### src/hw/dwsr_pkg.sv
// shared constants and types for the dual wiper setting register bank
package dwsr_pkg;

  // geometry
  localparam int TAP_COUNT   = 2;
  localparam int SLOT_COUNT  = 4;
  localparam int POS_W       = 6;
  localparam int COUNTER_W   = 8;
  localparam int SLOT_W      = 8;
  localparam int SLOT_SEL_W  = 2;
  localparam int SWITCH_COUNT = 64;

  // field layout of the wiper counter: two fixed-zero bits above the position
  localparam int          PAD_W   = COUNTER_W - POS_W;
  localparam logic [PAD_W-1:0] PAD_ZERO = 2'h0;

  // position limits and reset values
  localparam logic [POS_W-1:0]      POS_MIN      = 6'h00;
  localparam logic [POS_W-1:0]      POS_MAX      = 6'h3F;
  localparam logic [POS_W-1:0]      POS_RST      = 6'h00;
  localparam logic [POS_W-1:0]      POS_ONE      = 6'h01;
  localparam logic [SLOT_SEL_W-1:0] SLOT_ZERO    = 2'h0;
  localparam logic [SLOT_W-1:0]     DATA_RST     = 8'h00;
  localparam logic [SWITCH_COUNT-1:0] SWITCH_RST = 64'h0;

  // nonvolatile write time: figure in ms, clock in MHz, cycles derived (rounded down)
  localparam int NV_WRITE_MS     = 10;
  localparam int CLK_MHZ         = 200;
  localparam int NV_WRITE_CYCLES = NV_WRITE_MS * 1000 * CLK_MHZ;
  localparam int NV_TIMER_W      = 22;
  localparam logic [NV_TIMER_W-1:0] TIMER_ONE = 22'h000001;
  localparam logic [NV_TIMER_W-1:0] TIMER_RST = 22'h000000;

  // decoded host commands
  typedef enum logic [3:0] {
    OP_WRITE_COUNTER,
    OP_READ_COUNTER,
    OP_READ_SLOT,
    OP_WRITE_SLOT,
    OP_SLOT_TO_COUNTER,
    OP_COUNTER_TO_SLOT,
    OP_GLOBAL_SLOT_TO_COUNTER,
    OP_GLOBAL_COUNTER_TO_SLOT,
    OP_STEP
  } dwsr_op_t;

endpackage

### src/hw/dwsr_nv_timer.sv
// nonvolatile write cycle timer: one done pulse a fixed count after start
`timescale 1ns/1ps
`default_nettype none
module dwsr_nv_timer
  import dwsr_pkg::*;
#(
  parameter logic [NV_TIMER_W-1:0] CYCLES = NV_TIMER_W'(NV_WRITE_CYCLES)
)
(
  input  wire logic mclk,
  input  wire logic rst_n,
  input  wire logic start,
  output logic      done
);

  logic [NV_TIMER_W-1:0] count_reg;
  logic [NV_TIMER_W-1:0] count_next;
  logic                  run_reg;
  logic                  run_next;
  logic                  done_reg;
  logic                  done_next;

  // count up while running; done is registered one cycle ahead, so busy spans exactly CYCLES cycles
  // and the write never runs past its limit
  always_comb
  begin
    count_next = count_reg;
    run_next   = run_reg;
    done_next  = 1'b0;
    if (start)
    begin
      count_next = TIMER_ONE;
      run_next   = 1'b1;
    end
    else if (run_reg)
    begin
      if (count_reg >= CYCLES - TIMER_ONE)
      begin
        run_next  = 1'b0;
        done_next = 1'b1;
      end
      else
      begin
        count_next = count_reg + TIMER_ONE;
      end
    end
  end

  always_ff @(posedge mclk)
  begin
    if (!rst_n)
    begin
      count_reg <= TIMER_RST;
      run_reg   <= 1'b0;
      done_reg  <= 1'b0;
    end
    else
    begin
      count_reg <= count_next;
      run_reg   <= run_next;
      done_reg  <= done_next;
    end
  end

  assign done = done_reg;

endmodule
`default_nettype wire

### src/hw/dwsr_tap.sv
// one tap: volatile wiper position counter with one-hot switch decode
`timescale 1ns/1ps
`default_nettype none
module dwsr_tap
  import dwsr_pkg::*;
(
  input  wire logic                    mclk,
  input  wire logic                    rst_n,
  input  wire logic                    load_en,
  input  wire logic [POS_W-1:0]        load_value,
  input  wire logic                    step_en,
  input  wire logic                    step_up,
  output logic      [POS_W-1:0]        position,
  output logic      [SWITCH_COUNT-1:0] switches
);

  logic [POS_W-1:0]        pos_reg;
  logic [POS_W-1:0]        pos_next;
  logic [SWITCH_COUNT-1:0] switch_reg;
  logic [SWITCH_COUNT-1:0] switch_next;

  // load wins over step; steps saturate instead of wrapping
  always_comb
  begin
    pos_next = pos_reg;
    if (load_en)
    begin
      pos_next = load_value;
    end
    else if (step_en)
    begin
      if (step_up && pos_reg != POS_MAX)
      begin
        pos_next = pos_reg + POS_ONE;
      end
      else if (!step_up && pos_reg != POS_MIN)
      begin
        pos_next = pos_reg - POS_ONE;
      end
    end
  end

  // one-hot decode of the next position, so switches track position cycle for cycle after reset, which opens them all
  genvar gi;
  generate
    for (gi = 0; gi < SWITCH_COUNT; gi = gi + 1)
    begin : g_sw
      always_comb
      begin
        switch_next[gi] = (pos_next == POS_W'(gi));
      end
    end
  endgenerate

  // volatile: reset clears, restore from slot zero follows
  always_ff @(posedge mclk)
  begin
    if (!rst_n)
    begin
      pos_reg    <= POS_RST;
      switch_reg <= SWITCH_RST;
    end
    else
    begin
      pos_reg    <= pos_next;
      switch_reg <= switch_next;
    end
  end

  assign position = pos_reg;
  assign switches = switch_reg;

endmodule
`default_nettype wire

### src/hw/dwsr_top.sv
// dual wiper setting register bank: counters, stored slots and command decode
//
// Function
// - two separate wiper counters; both taps share one write timer and busy flag.
// - counter value decodes one-hot to close exactly one of 64 switches; reset leaves all open.
// - write-counter command overwrites the chosen tap counter directly.
// - transfer command loads a counter from the selected slot of that tap.
// - step command moves only the selected counter by one; slots untouched.
// - after power-up each counter reloads from its own slot zero.
// - counter contents are volatile and lost on reset.
// - each tap has four nonvolatile slots numbered zero to three.
// - slots readable and writable; copies run both ways with the counter.
// - any slot change is a nonvolatile write lasting up to 10 ms.
// - counter is eight bits, upper two zero, six position bits low.
// - slots hold any host value, not limited to positions.
// - tap-select bit zero picks the first tap, one the second.
// - two-bit slot field picks one of the four slots of that tap.
`timescale 1ns/1ps
`default_nettype none
module dwsr_top
  import dwsr_pkg::*;
#(
  parameter int NV_CYCLES = NV_WRITE_CYCLES
)
(
  input  wire logic                        mclk,
  input  wire logic                        rst_n,
  input  wire logic                        cmd_valid,
  input  wire dwsr_pkg::dwsr_op_t          cmd_op,
  input  wire logic                        tap_select_bit,
  input  wire logic [dwsr_pkg::SLOT_SEL_W-1:0] slot_select_field,
  input  wire logic [dwsr_pkg::SLOT_W-1:0] cmd_data,
  input  wire logic                        cmd_step_up,
  output logic                             cmd_ready,
  output logic                             cmd_refused,
  output logic                             nv_busy,
  output logic                             rd_valid,
  output logic      [dwsr_pkg::SLOT_W-1:0] rd_data,
  output logic      [dwsr_pkg::COUNTER_W-1:0] first_tap_counter,
  output logic      [dwsr_pkg::COUNTER_W-1:0] second_tap_counter,
  output logic      [dwsr_pkg::SWITCH_COUNT-1:0] first_tap_switches,
  output logic      [dwsr_pkg::SWITCH_COUNT-1:0] second_tap_switches
);

  import dwsr_pkg::*;

  typedef enum logic [1:0] {
    ST_RESTORE,
    ST_RUN
  } dwsr_state_t;

  // nonvolatile slots: never reset, so contents survive rst_n like a power cycle
  logic [SLOT_W-1:0] stored_setting_slot [TAP_COUNT][SLOT_COUNT];

  dwsr_state_t            state_reg;
  dwsr_state_t            state_next;
  logic                   ready_reg;
  logic                   ready_next;
  logic                   refused_reg;
  logic                   refused_next;
  logic                   busy_reg;
  logic                   busy_next;
  logic                   rd_valid_reg;
  logic                   rd_valid_next;
  logic [SLOT_W-1:0]      rd_data_reg;
  logic [SLOT_W-1:0]      rd_data_next;
  logic [TAP_COUNT-1:0]   pend_mask_reg;
  logic [TAP_COUNT-1:0]   pend_mask_next;
  logic [SLOT_SEL_W-1:0]  pend_slot_reg;
  logic [SLOT_SEL_W-1:0]  pend_slot_next;
  logic [SLOT_W-1:0]      pend_data_reg [TAP_COUNT];
  logic [SLOT_W-1:0]      pend_data_next [TAP_COUNT];

  logic                   accept;
  logic                   slot_op;
  logic                   nv_start;
  logic                   nv_done;
  logic [TAP_COUNT-1:0]   load_en;
  logic [POS_W-1:0]       load_value [TAP_COUNT];
  logic [TAP_COUNT-1:0]   step_en;
  logic [POS_W-1:0]       position [TAP_COUNT];
  logic [SWITCH_COUNT-1:0] switches [TAP_COUNT];
  logic                   tsel;

  assign tsel = tap_select_bit;
  assign accept = cmd_valid && ready_reg;

  // ops that change a slot take the nonvolatile path
  always_comb
  begin
    slot_op = (cmd_op == OP_WRITE_SLOT) || (cmd_op == OP_COUNTER_TO_SLOT)
           || (cmd_op == OP_GLOBAL_COUNTER_TO_SLOT);
  end

  // one counter per tap, fully independent
  genvar gt;
  generate
    for (gt = 0; gt < TAP_COUNT; gt = gt + 1)
    begin : g_tap
      dwsr_tap u_tap (
        .mclk       (mclk),
        .rst_n      (rst_n),
        .load_en    (load_en[gt]),
        .load_value (load_value[gt]),
        .step_en    (step_en[gt]),
        .step_up    (cmd_step_up),
        .position   (position[gt]),
        .switches   (switches[gt])
      );
    end
  endgenerate

  dwsr_nv_timer #(
    .CYCLES (NV_TIMER_W'(NV_CYCLES))
  ) u_nv_timer (
    .mclk  (mclk),
    .rst_n (rst_n),
    .start (nv_start),
    .done  (nv_done)
  );

  // command decode, counter control and pending slot write capture
  always_comb
  begin
    state_next     = state_reg;
    ready_next     = ready_reg;
    refused_next   = 1'b0;
    busy_next      = busy_reg;
    rd_valid_next  = 1'b0;
    rd_data_next   = rd_data_reg;
    pend_mask_next = pend_mask_reg;
    pend_slot_next = pend_slot_reg;
    nv_start       = 1'b0;
    load_en        = '0;
    step_en        = '0;
    for (int t = 0; t < TAP_COUNT; t++)
    begin
      load_value[t]     = POS_RST;
      pend_data_next[t] = pend_data_reg[t];
    end
    if (nv_done)
    begin
      busy_next      = 1'b0;
      pend_mask_next = '0;
    end
    unique case (state_reg)
      ST_RESTORE:
      begin
        // counters take slot zero, whatever they held before
        for (int t = 0; t < TAP_COUNT; t++)
        begin
          load_en[t]    = 1'b1;
          load_value[t] = stored_setting_slot[t][SLOT_ZERO][POS_W-1:0];
        end
        state_next = ST_RUN;
        ready_next = 1'b1;
      end
      ST_RUN:
      begin
        if (accept && slot_op && busy_reg)
        begin
          refused_next = 1'b1;
        end
        else if (accept)
        begin
          unique case (cmd_op)
            OP_WRITE_COUNTER:
            begin
              load_en[tsel]    = 1'b1;
              load_value[tsel] = cmd_data[POS_W-1:0];
            end
            OP_READ_COUNTER:
            begin
              rd_valid_next = 1'b1;
              rd_data_next  = {PAD_ZERO, position[tsel]};
            end
            OP_READ_SLOT:
            begin
              rd_valid_next = 1'b1;
              rd_data_next  = stored_setting_slot[tsel][slot_select_field];
            end
            OP_WRITE_SLOT:
            begin
              nv_start             = 1'b1;
              busy_next            = 1'b1;
              pend_mask_next       = '0;
              pend_mask_next[tsel] = 1'b1;
              pend_slot_next       = slot_select_field;
              pend_data_next[tsel] = cmd_data;
            end
            OP_SLOT_TO_COUNTER:
            begin
              load_en[tsel]    = 1'b1;
              load_value[tsel] = stored_setting_slot[tsel][slot_select_field][POS_W-1:0];
            end
            OP_COUNTER_TO_SLOT:
            begin
              nv_start             = 1'b1;
              busy_next            = 1'b1;
              pend_mask_next       = '0;
              pend_mask_next[tsel] = 1'b1;
              pend_slot_next       = slot_select_field;
              pend_data_next[tsel] = {PAD_ZERO, position[tsel]};
            end
            OP_GLOBAL_SLOT_TO_COUNTER:
            begin
              for (int t = 0; t < TAP_COUNT; t++)
              begin
                load_en[t]    = 1'b1;
                load_value[t] = stored_setting_slot[t][slot_select_field][POS_W-1:0];
              end
            end
            OP_GLOBAL_COUNTER_TO_SLOT:
            begin
              // both taps share one write cycle
              nv_start       = 1'b1;
              busy_next      = 1'b1;
              pend_mask_next = '1;
              pend_slot_next = slot_select_field;
              for (int t = 0; t < TAP_COUNT; t++)
              begin
                pend_data_next[t] = {PAD_ZERO, position[t]};
              end
            end
            OP_STEP:
            begin
              step_en[tsel] = 1'b1;
            end
            default:
            begin
              refused_next = 1'b1;   // unknown op code
            end
          endcase
        end
      end
    endcase
  end

  // control registers
  always_ff @(posedge mclk)
  begin
    if (!rst_n)
    begin
      state_reg     <= ST_RESTORE;
      ready_reg     <= 1'b0;
      refused_reg   <= 1'b0;
      busy_reg      <= 1'b0;
      rd_valid_reg  <= 1'b0;
      rd_data_reg   <= DATA_RST;
      pend_mask_reg <= '0;
      pend_slot_reg <= SLOT_ZERO;
      for (int t = 0; t < TAP_COUNT; t++)
      begin
        pend_data_reg[t] <= DATA_RST;
      end
    end
    else
    begin
      state_reg     <= state_next;
      ready_reg     <= ready_next;
      refused_reg   <= refused_next;
      busy_reg      <= busy_next;
      rd_valid_reg  <= rd_valid_next;
      rd_data_reg   <= rd_data_next;
      pend_mask_reg <= pend_mask_next;
      pend_slot_reg <= pend_slot_next;
      for (int t = 0; t < TAP_COUNT; t++)
      begin
        pend_data_reg[t] <= pend_data_next[t];
      end
    end
  end

  // slot contents change only when the write cycle completes; a read before then sees old data
  always_ff @(posedge mclk)
  begin
    for (int t = 0; t < TAP_COUNT; t++)
    begin
      if (rst_n && nv_done && pend_mask_reg[t])
      begin
        stored_setting_slot[t][pend_slot_reg] <= pend_data_reg[t];
      end
    end
  end

  assign cmd_ready           = ready_reg;
  assign cmd_refused         = refused_reg;
  assign nv_busy             = busy_reg;
  assign rd_valid            = rd_valid_reg;
  assign rd_data             = rd_data_reg;
  assign first_tap_counter   = {PAD_ZERO, position[0]};   // pad bits constant
  assign second_tap_counter  = {PAD_ZERO, position[1]};
  assign first_tap_switches  = switches[0];
  assign second_tap_switches = switches[1];

endmodule
`default_nettype wire

### config.mk
export PLATFORM = sky130hd
export DESIGN_NAME = dwsr_top
export DESIGN_NICKNAME = d
export VERILOG_FILES = /design/src/hw/dwsr_pkg.sv /design/src/hw/dwsr_nv_timer.sv /design/src/hw/dwsr_tap.sv /design/src/hw/dwsr_top.sv
export SDC_FILE = /design/constraint.sdc
export NUM_CORES = 1
export LEC_CHECK = 0
export BUFFER_PORTS_ARGS = -buffer_cell sky130_fd_sc_hd__buf_2
export CAP_MARGIN = 20
export CORE_ASPECT_RATIO = 1.2
export CORE_UTILIZATION = 60
export DETAILED_ROUTE_END_ITERATION = 7
export PLACE_DENSITY = 0.84
export SLEW_MARGIN = 20
export SYNTH_ARGS = -nofsm -noshare
export SYNTH_HDL_FRONTEND = slang
export SYNTH_SLANG_ARGS = --single-unit
### constraint.sdc
create_clock -name mclk -period 7.2 [get_ports mclk]
set_input_delay 0.72 -clock mclk [delete_from_list [all_inputs] [get_ports mclk]]
set_output_delay 0.72 -clock mclk [all_outputs]
set_load 0.1 [all_outputs]
==> summary by stage <==
Timing
The final setup violation count is 0. The number of hold violations in the final report is 0. Clock skew on the completed layout was measured at 0.02015 ns. Setup repair after global routing left no endpoint under its margin.

The setup TNS is 0 ns. At the pin with the least slew margin, the transition time is 0.9920 ns. The normalized max-slew margin is 32.94%. The number of pins exceeding their max-slew limit in the final report is 0.

The post-route fraction of the period consumed by the critical path is 49.94%. The smallest clock period supported by the final layout is computed as 3.596 ns. Derived from the worst setup path, the maximum achievable clock frequency is 278.1 MHz.

Logic synthesis
The distinct cell type count after synthesis is 86. The share of cell area taken by muxes after synthesis is 7.666%. After synthesis, the largest family of logic cells by area is simple AND/OR/NAND/NOR gates. The share of synthesized flip-flops with an asynchronous set or reset is 0%. The number of cells produced by synthesis is 1010. The count of synthesis-stage warnings from yosys is 0. The post-synthesis share of cell area spent on full adders, half adders and majority gates is 0.7076%. The number of storage elements in the synthesis netlist is 260. The prevailing post-synth register cell is dfxtp_1.

The area of the mapped netlist is 10610 um^2. After Yosys synthesis, XOR and XNOR cells account for 2.146% of the synthesized area. The average size of a mapped cell is 10.50 um^2.

The fraction of the mapped netlist area in simple logic gates is 20.49%. Summing the areas of all compound-gate instances in the mapped netlist gives 9.801% of the synthesized area. Sequential elements use 55.10% of the synthesized area. The count of flip-flops with a built-in enable after synthesis is 64.

Floorplan
The die covers 18220 um^2. The region available for standard cell placement spans 17110 um^2. The number of core rows is 52. The height of the die is 147.7 um.

The top-level port count is 175. The initial cell density of the core is 62.00%. The horizontal die dimension is 123.4 um.

Clocking
TritonCTS built the clock tree. The cell chosen for the clock root is clkbuf_16. TritonCTS created 24 clock buffers. The number of setup buffers added after CTS is 0. The clock latency on the worst-skew pair is 0.52 ns.

The TritonCTS sink count is 260. In this run the number of H-tree levels came out at 1. The cts-stage hold buffer count is 0. Gates resized during post-CTS repair numbered 0. The clock-pin slew of the registers on the worst-case setup and hold paths is 0.06 ns. Counting along the longest clock path gives a buffer depth of 3.

Route
After detailed routing, the total wire length is 27.19 mm. The routed via count divided by cell count is 6.090. After the first detailed-routing iteration, the DRC count stood at 746.

The number of search-and-repair iterations in the first detailed-routing pass is 5. After detailed routing, the average wire length per cell comes to 19.70 um. The DRC violation count after routing is 0. The routed layout has 8404 vias.

The number of antenna-violating nets in the routed design is 0.

Power
Combinational logic is responsible for 8.8% of the overall power. The internal power is 2.351 mW. In this run, the clock network consumes 42.2% of the power. The overall power consumption is 3.104 mW. Net switching is 24.26% of the power. In this run the power spent charging and discharging nets is 0.7530 mW. The maximum ir drop on the vdd rail is 269.6 uV. In this run the static leakage power is 4.885 nW.

The power per cell area is 252.4 nW/um^2. Registers are responsible for 49.0% of the overall power.

Placement
The placed instances occupy a cell area of 11450 um^2. The placed wire-length estimate is 18.71 mm. The routability congestion estimate is 0.9179. The quantity of I/O buffers inserted on ports is 170.

Critical path
The setup slack of the worst register-to-register path is 3.63 ns. Measured in cells, the most critical reg-to-reg path has a length of 7. For the worst setup path, the data arrival time is 4.01 ns. STA classifies the critical path endpoint as a register.

The reg-to-reg startpoint is g_tap[1].u_tap.position[2]. The required time of the critical path is 7.61 ns. The largest fanout on the critical path is 52. The class of the most critical setup path is primary input to register. The endpoint of the most critical register-to-register path is g_tap[1].u_tap.switches[48]. STA classifies the critical path startpoint as a primary input.

Final layout
The final design utilization is 71.86%. The filler cell count is 1207. The library cells used most frequently in the layout, excluding fill and tap cells, are dfxtp_1 (196), nor2_1 (188), buf_2 (170), edfxtp_1 (64), nand2_1 (56). Summing all non-filler instances in the final layout gives an area of 12300 um^2. Compared with the post-synthesis result, the final layout area differs by 15.90%. The net count of the finished layout is 1172. Cells with a size suffix above 1 make up 24.51% of the layout. The register with the most flip-flops in the layout has 128 of them.

The library cell used most frequently in the layout, excluding fill and tap cells, is dfxtp_1.

Hold path
The sink of the worst hold path is u_nv_timer.count_reg[20]. The class of the worst hold path is register to register. The start point of the worst min-delay path is u_nv_timer.count_reg[20]. The worst hold path passes through 2 cells.

Run
Across the run, the number of max-cap violations was 0.

GRT
The all-layer global routing usage is 30.10%. The via count of the first global-routing pass is 7926. The global-route wire length before repair is 42.19 mm. Entering global routing, the biggest net connects 53 pins. The initial antenna violation count is 1. Global routing finished with a remaining overflow of 0.

Outcome
The run finished with clean final reports.
==> kinds of logic (layout without fill, tap and decap cells) <==
logic type | count (synthesis) | after routing
adders and majority gates | 6 | 6
other | 1 | 5
buffers and inverters | 90 | 240
DFF | 260 | 260
and+or+nand+nor | 431 | 431
xor gates and xnor gates | 26 | 26
muxes | 48 | 48
AOI/OAI and AO/OA | 148 | 148
==> worst max-delay path, cell delays in order <==
cell and delay, ns:
buf_2 0.07, buf_4 0.51, nor4b_2 0.69, and3_1 0.24, o22ai_1 0.08, a21oi_1 0.77, nand2_1 0.49, nor4_1 0.40
==> layer usage <==
| metal | GRT usage (%) | wire, um | vias to the layer above |
|---|---|---|---|
| met4 | 15.06 | 1211 | 0 |
| met5 | 0 | 0 | - |
| li1 | - | - | 3882 |
| met3 | 6.404 | 2200 | 79 |
| met2 | 50.50 | 13680 | 430 |
| met1 | 36.21 | 10100 | 4013 |
==> worst max-delay path by stage <==
stage | start | cells past startpoint | end
floorplan | g_tap[0].u_tap.position[0] | 10 | g_tap[0].u_tap.switches[19]
global placement | tap_select_bit | 8 | g_tap[1].u_tap.switches[20]
detailed placement | tap_select_bit | 8 | g_tap[1].u_tap.switches[48]
CTS | g_tap[1].u_tap.position[2] | 7 | g_tap[1].u_tap.switches[48]
global route | tap_select_bit | 9 | g_tap[1].u_tap.switches[48]
finish | tap_select_bit | 8 | g_tap[1].u_tap.switches[48]
==> power groups by stage <==
stage / combinational [mW] / clock (mW) / sequential, mW
after floorplan: 0.156 / 0 / 1.61
after global placement: 0.264 / 0 / 1.55
after detailed placement: 0.267 / 0 / 1.55
after CTS: 0.269 / 1.32 / 1.52
after global routing: 0.288 / 1.39 / 1.52
final: 0.272 / 1.31 / 1.52
==> synthesized netlist by cell type (20+ instances only) <==
cell / instances / area [um^2]
dfxtp_1: 196 / 3924
nor2_1: 188 / 705.7
edfxtp_1: 64 / 1922
nand2_1: 56 / 210.2
a21oi_1: 40 / 200.2
nand3_1: 38 / 190.2
clkbuf_1: 37 / 138.9
nor3_1: 31 / 155.2
mux4_2: 26 / 585.6
o21ai_0: 24 / 120.1
buf_2: 20 / 100.1
==> per-stage QoR <==
step           cells  hold WS [ns]  worst slack, ns
2_1_floorplan   1013        0.4369            4.029
3_5_place_dp    1337        0.4623            3.188
5_1_grt         1380        0.4883            3.423
4_1_cts         1379        0.4773            3.722
6_report        1380        0.4731            3.604
3_3_place_gp    1337        0.4522            3.334
==> cell type report <==
cell class	count	area, um^2	area share (%)
Multi-Input combinational cell	663	4348	35.36
Timing Repair Buffer	180	925.9	7.530
Clock buffer	34	734.5	5.973
Tap cell	216	270.3	2.198
Inverter	18	67.56	0.5495
Sequential cell	260	5846	47.54
Clock inverter	8	101.3	0.8243
Antenna cell	1	2.502	0.02035
Note: power is estimated with default switching activity, not from simulation.
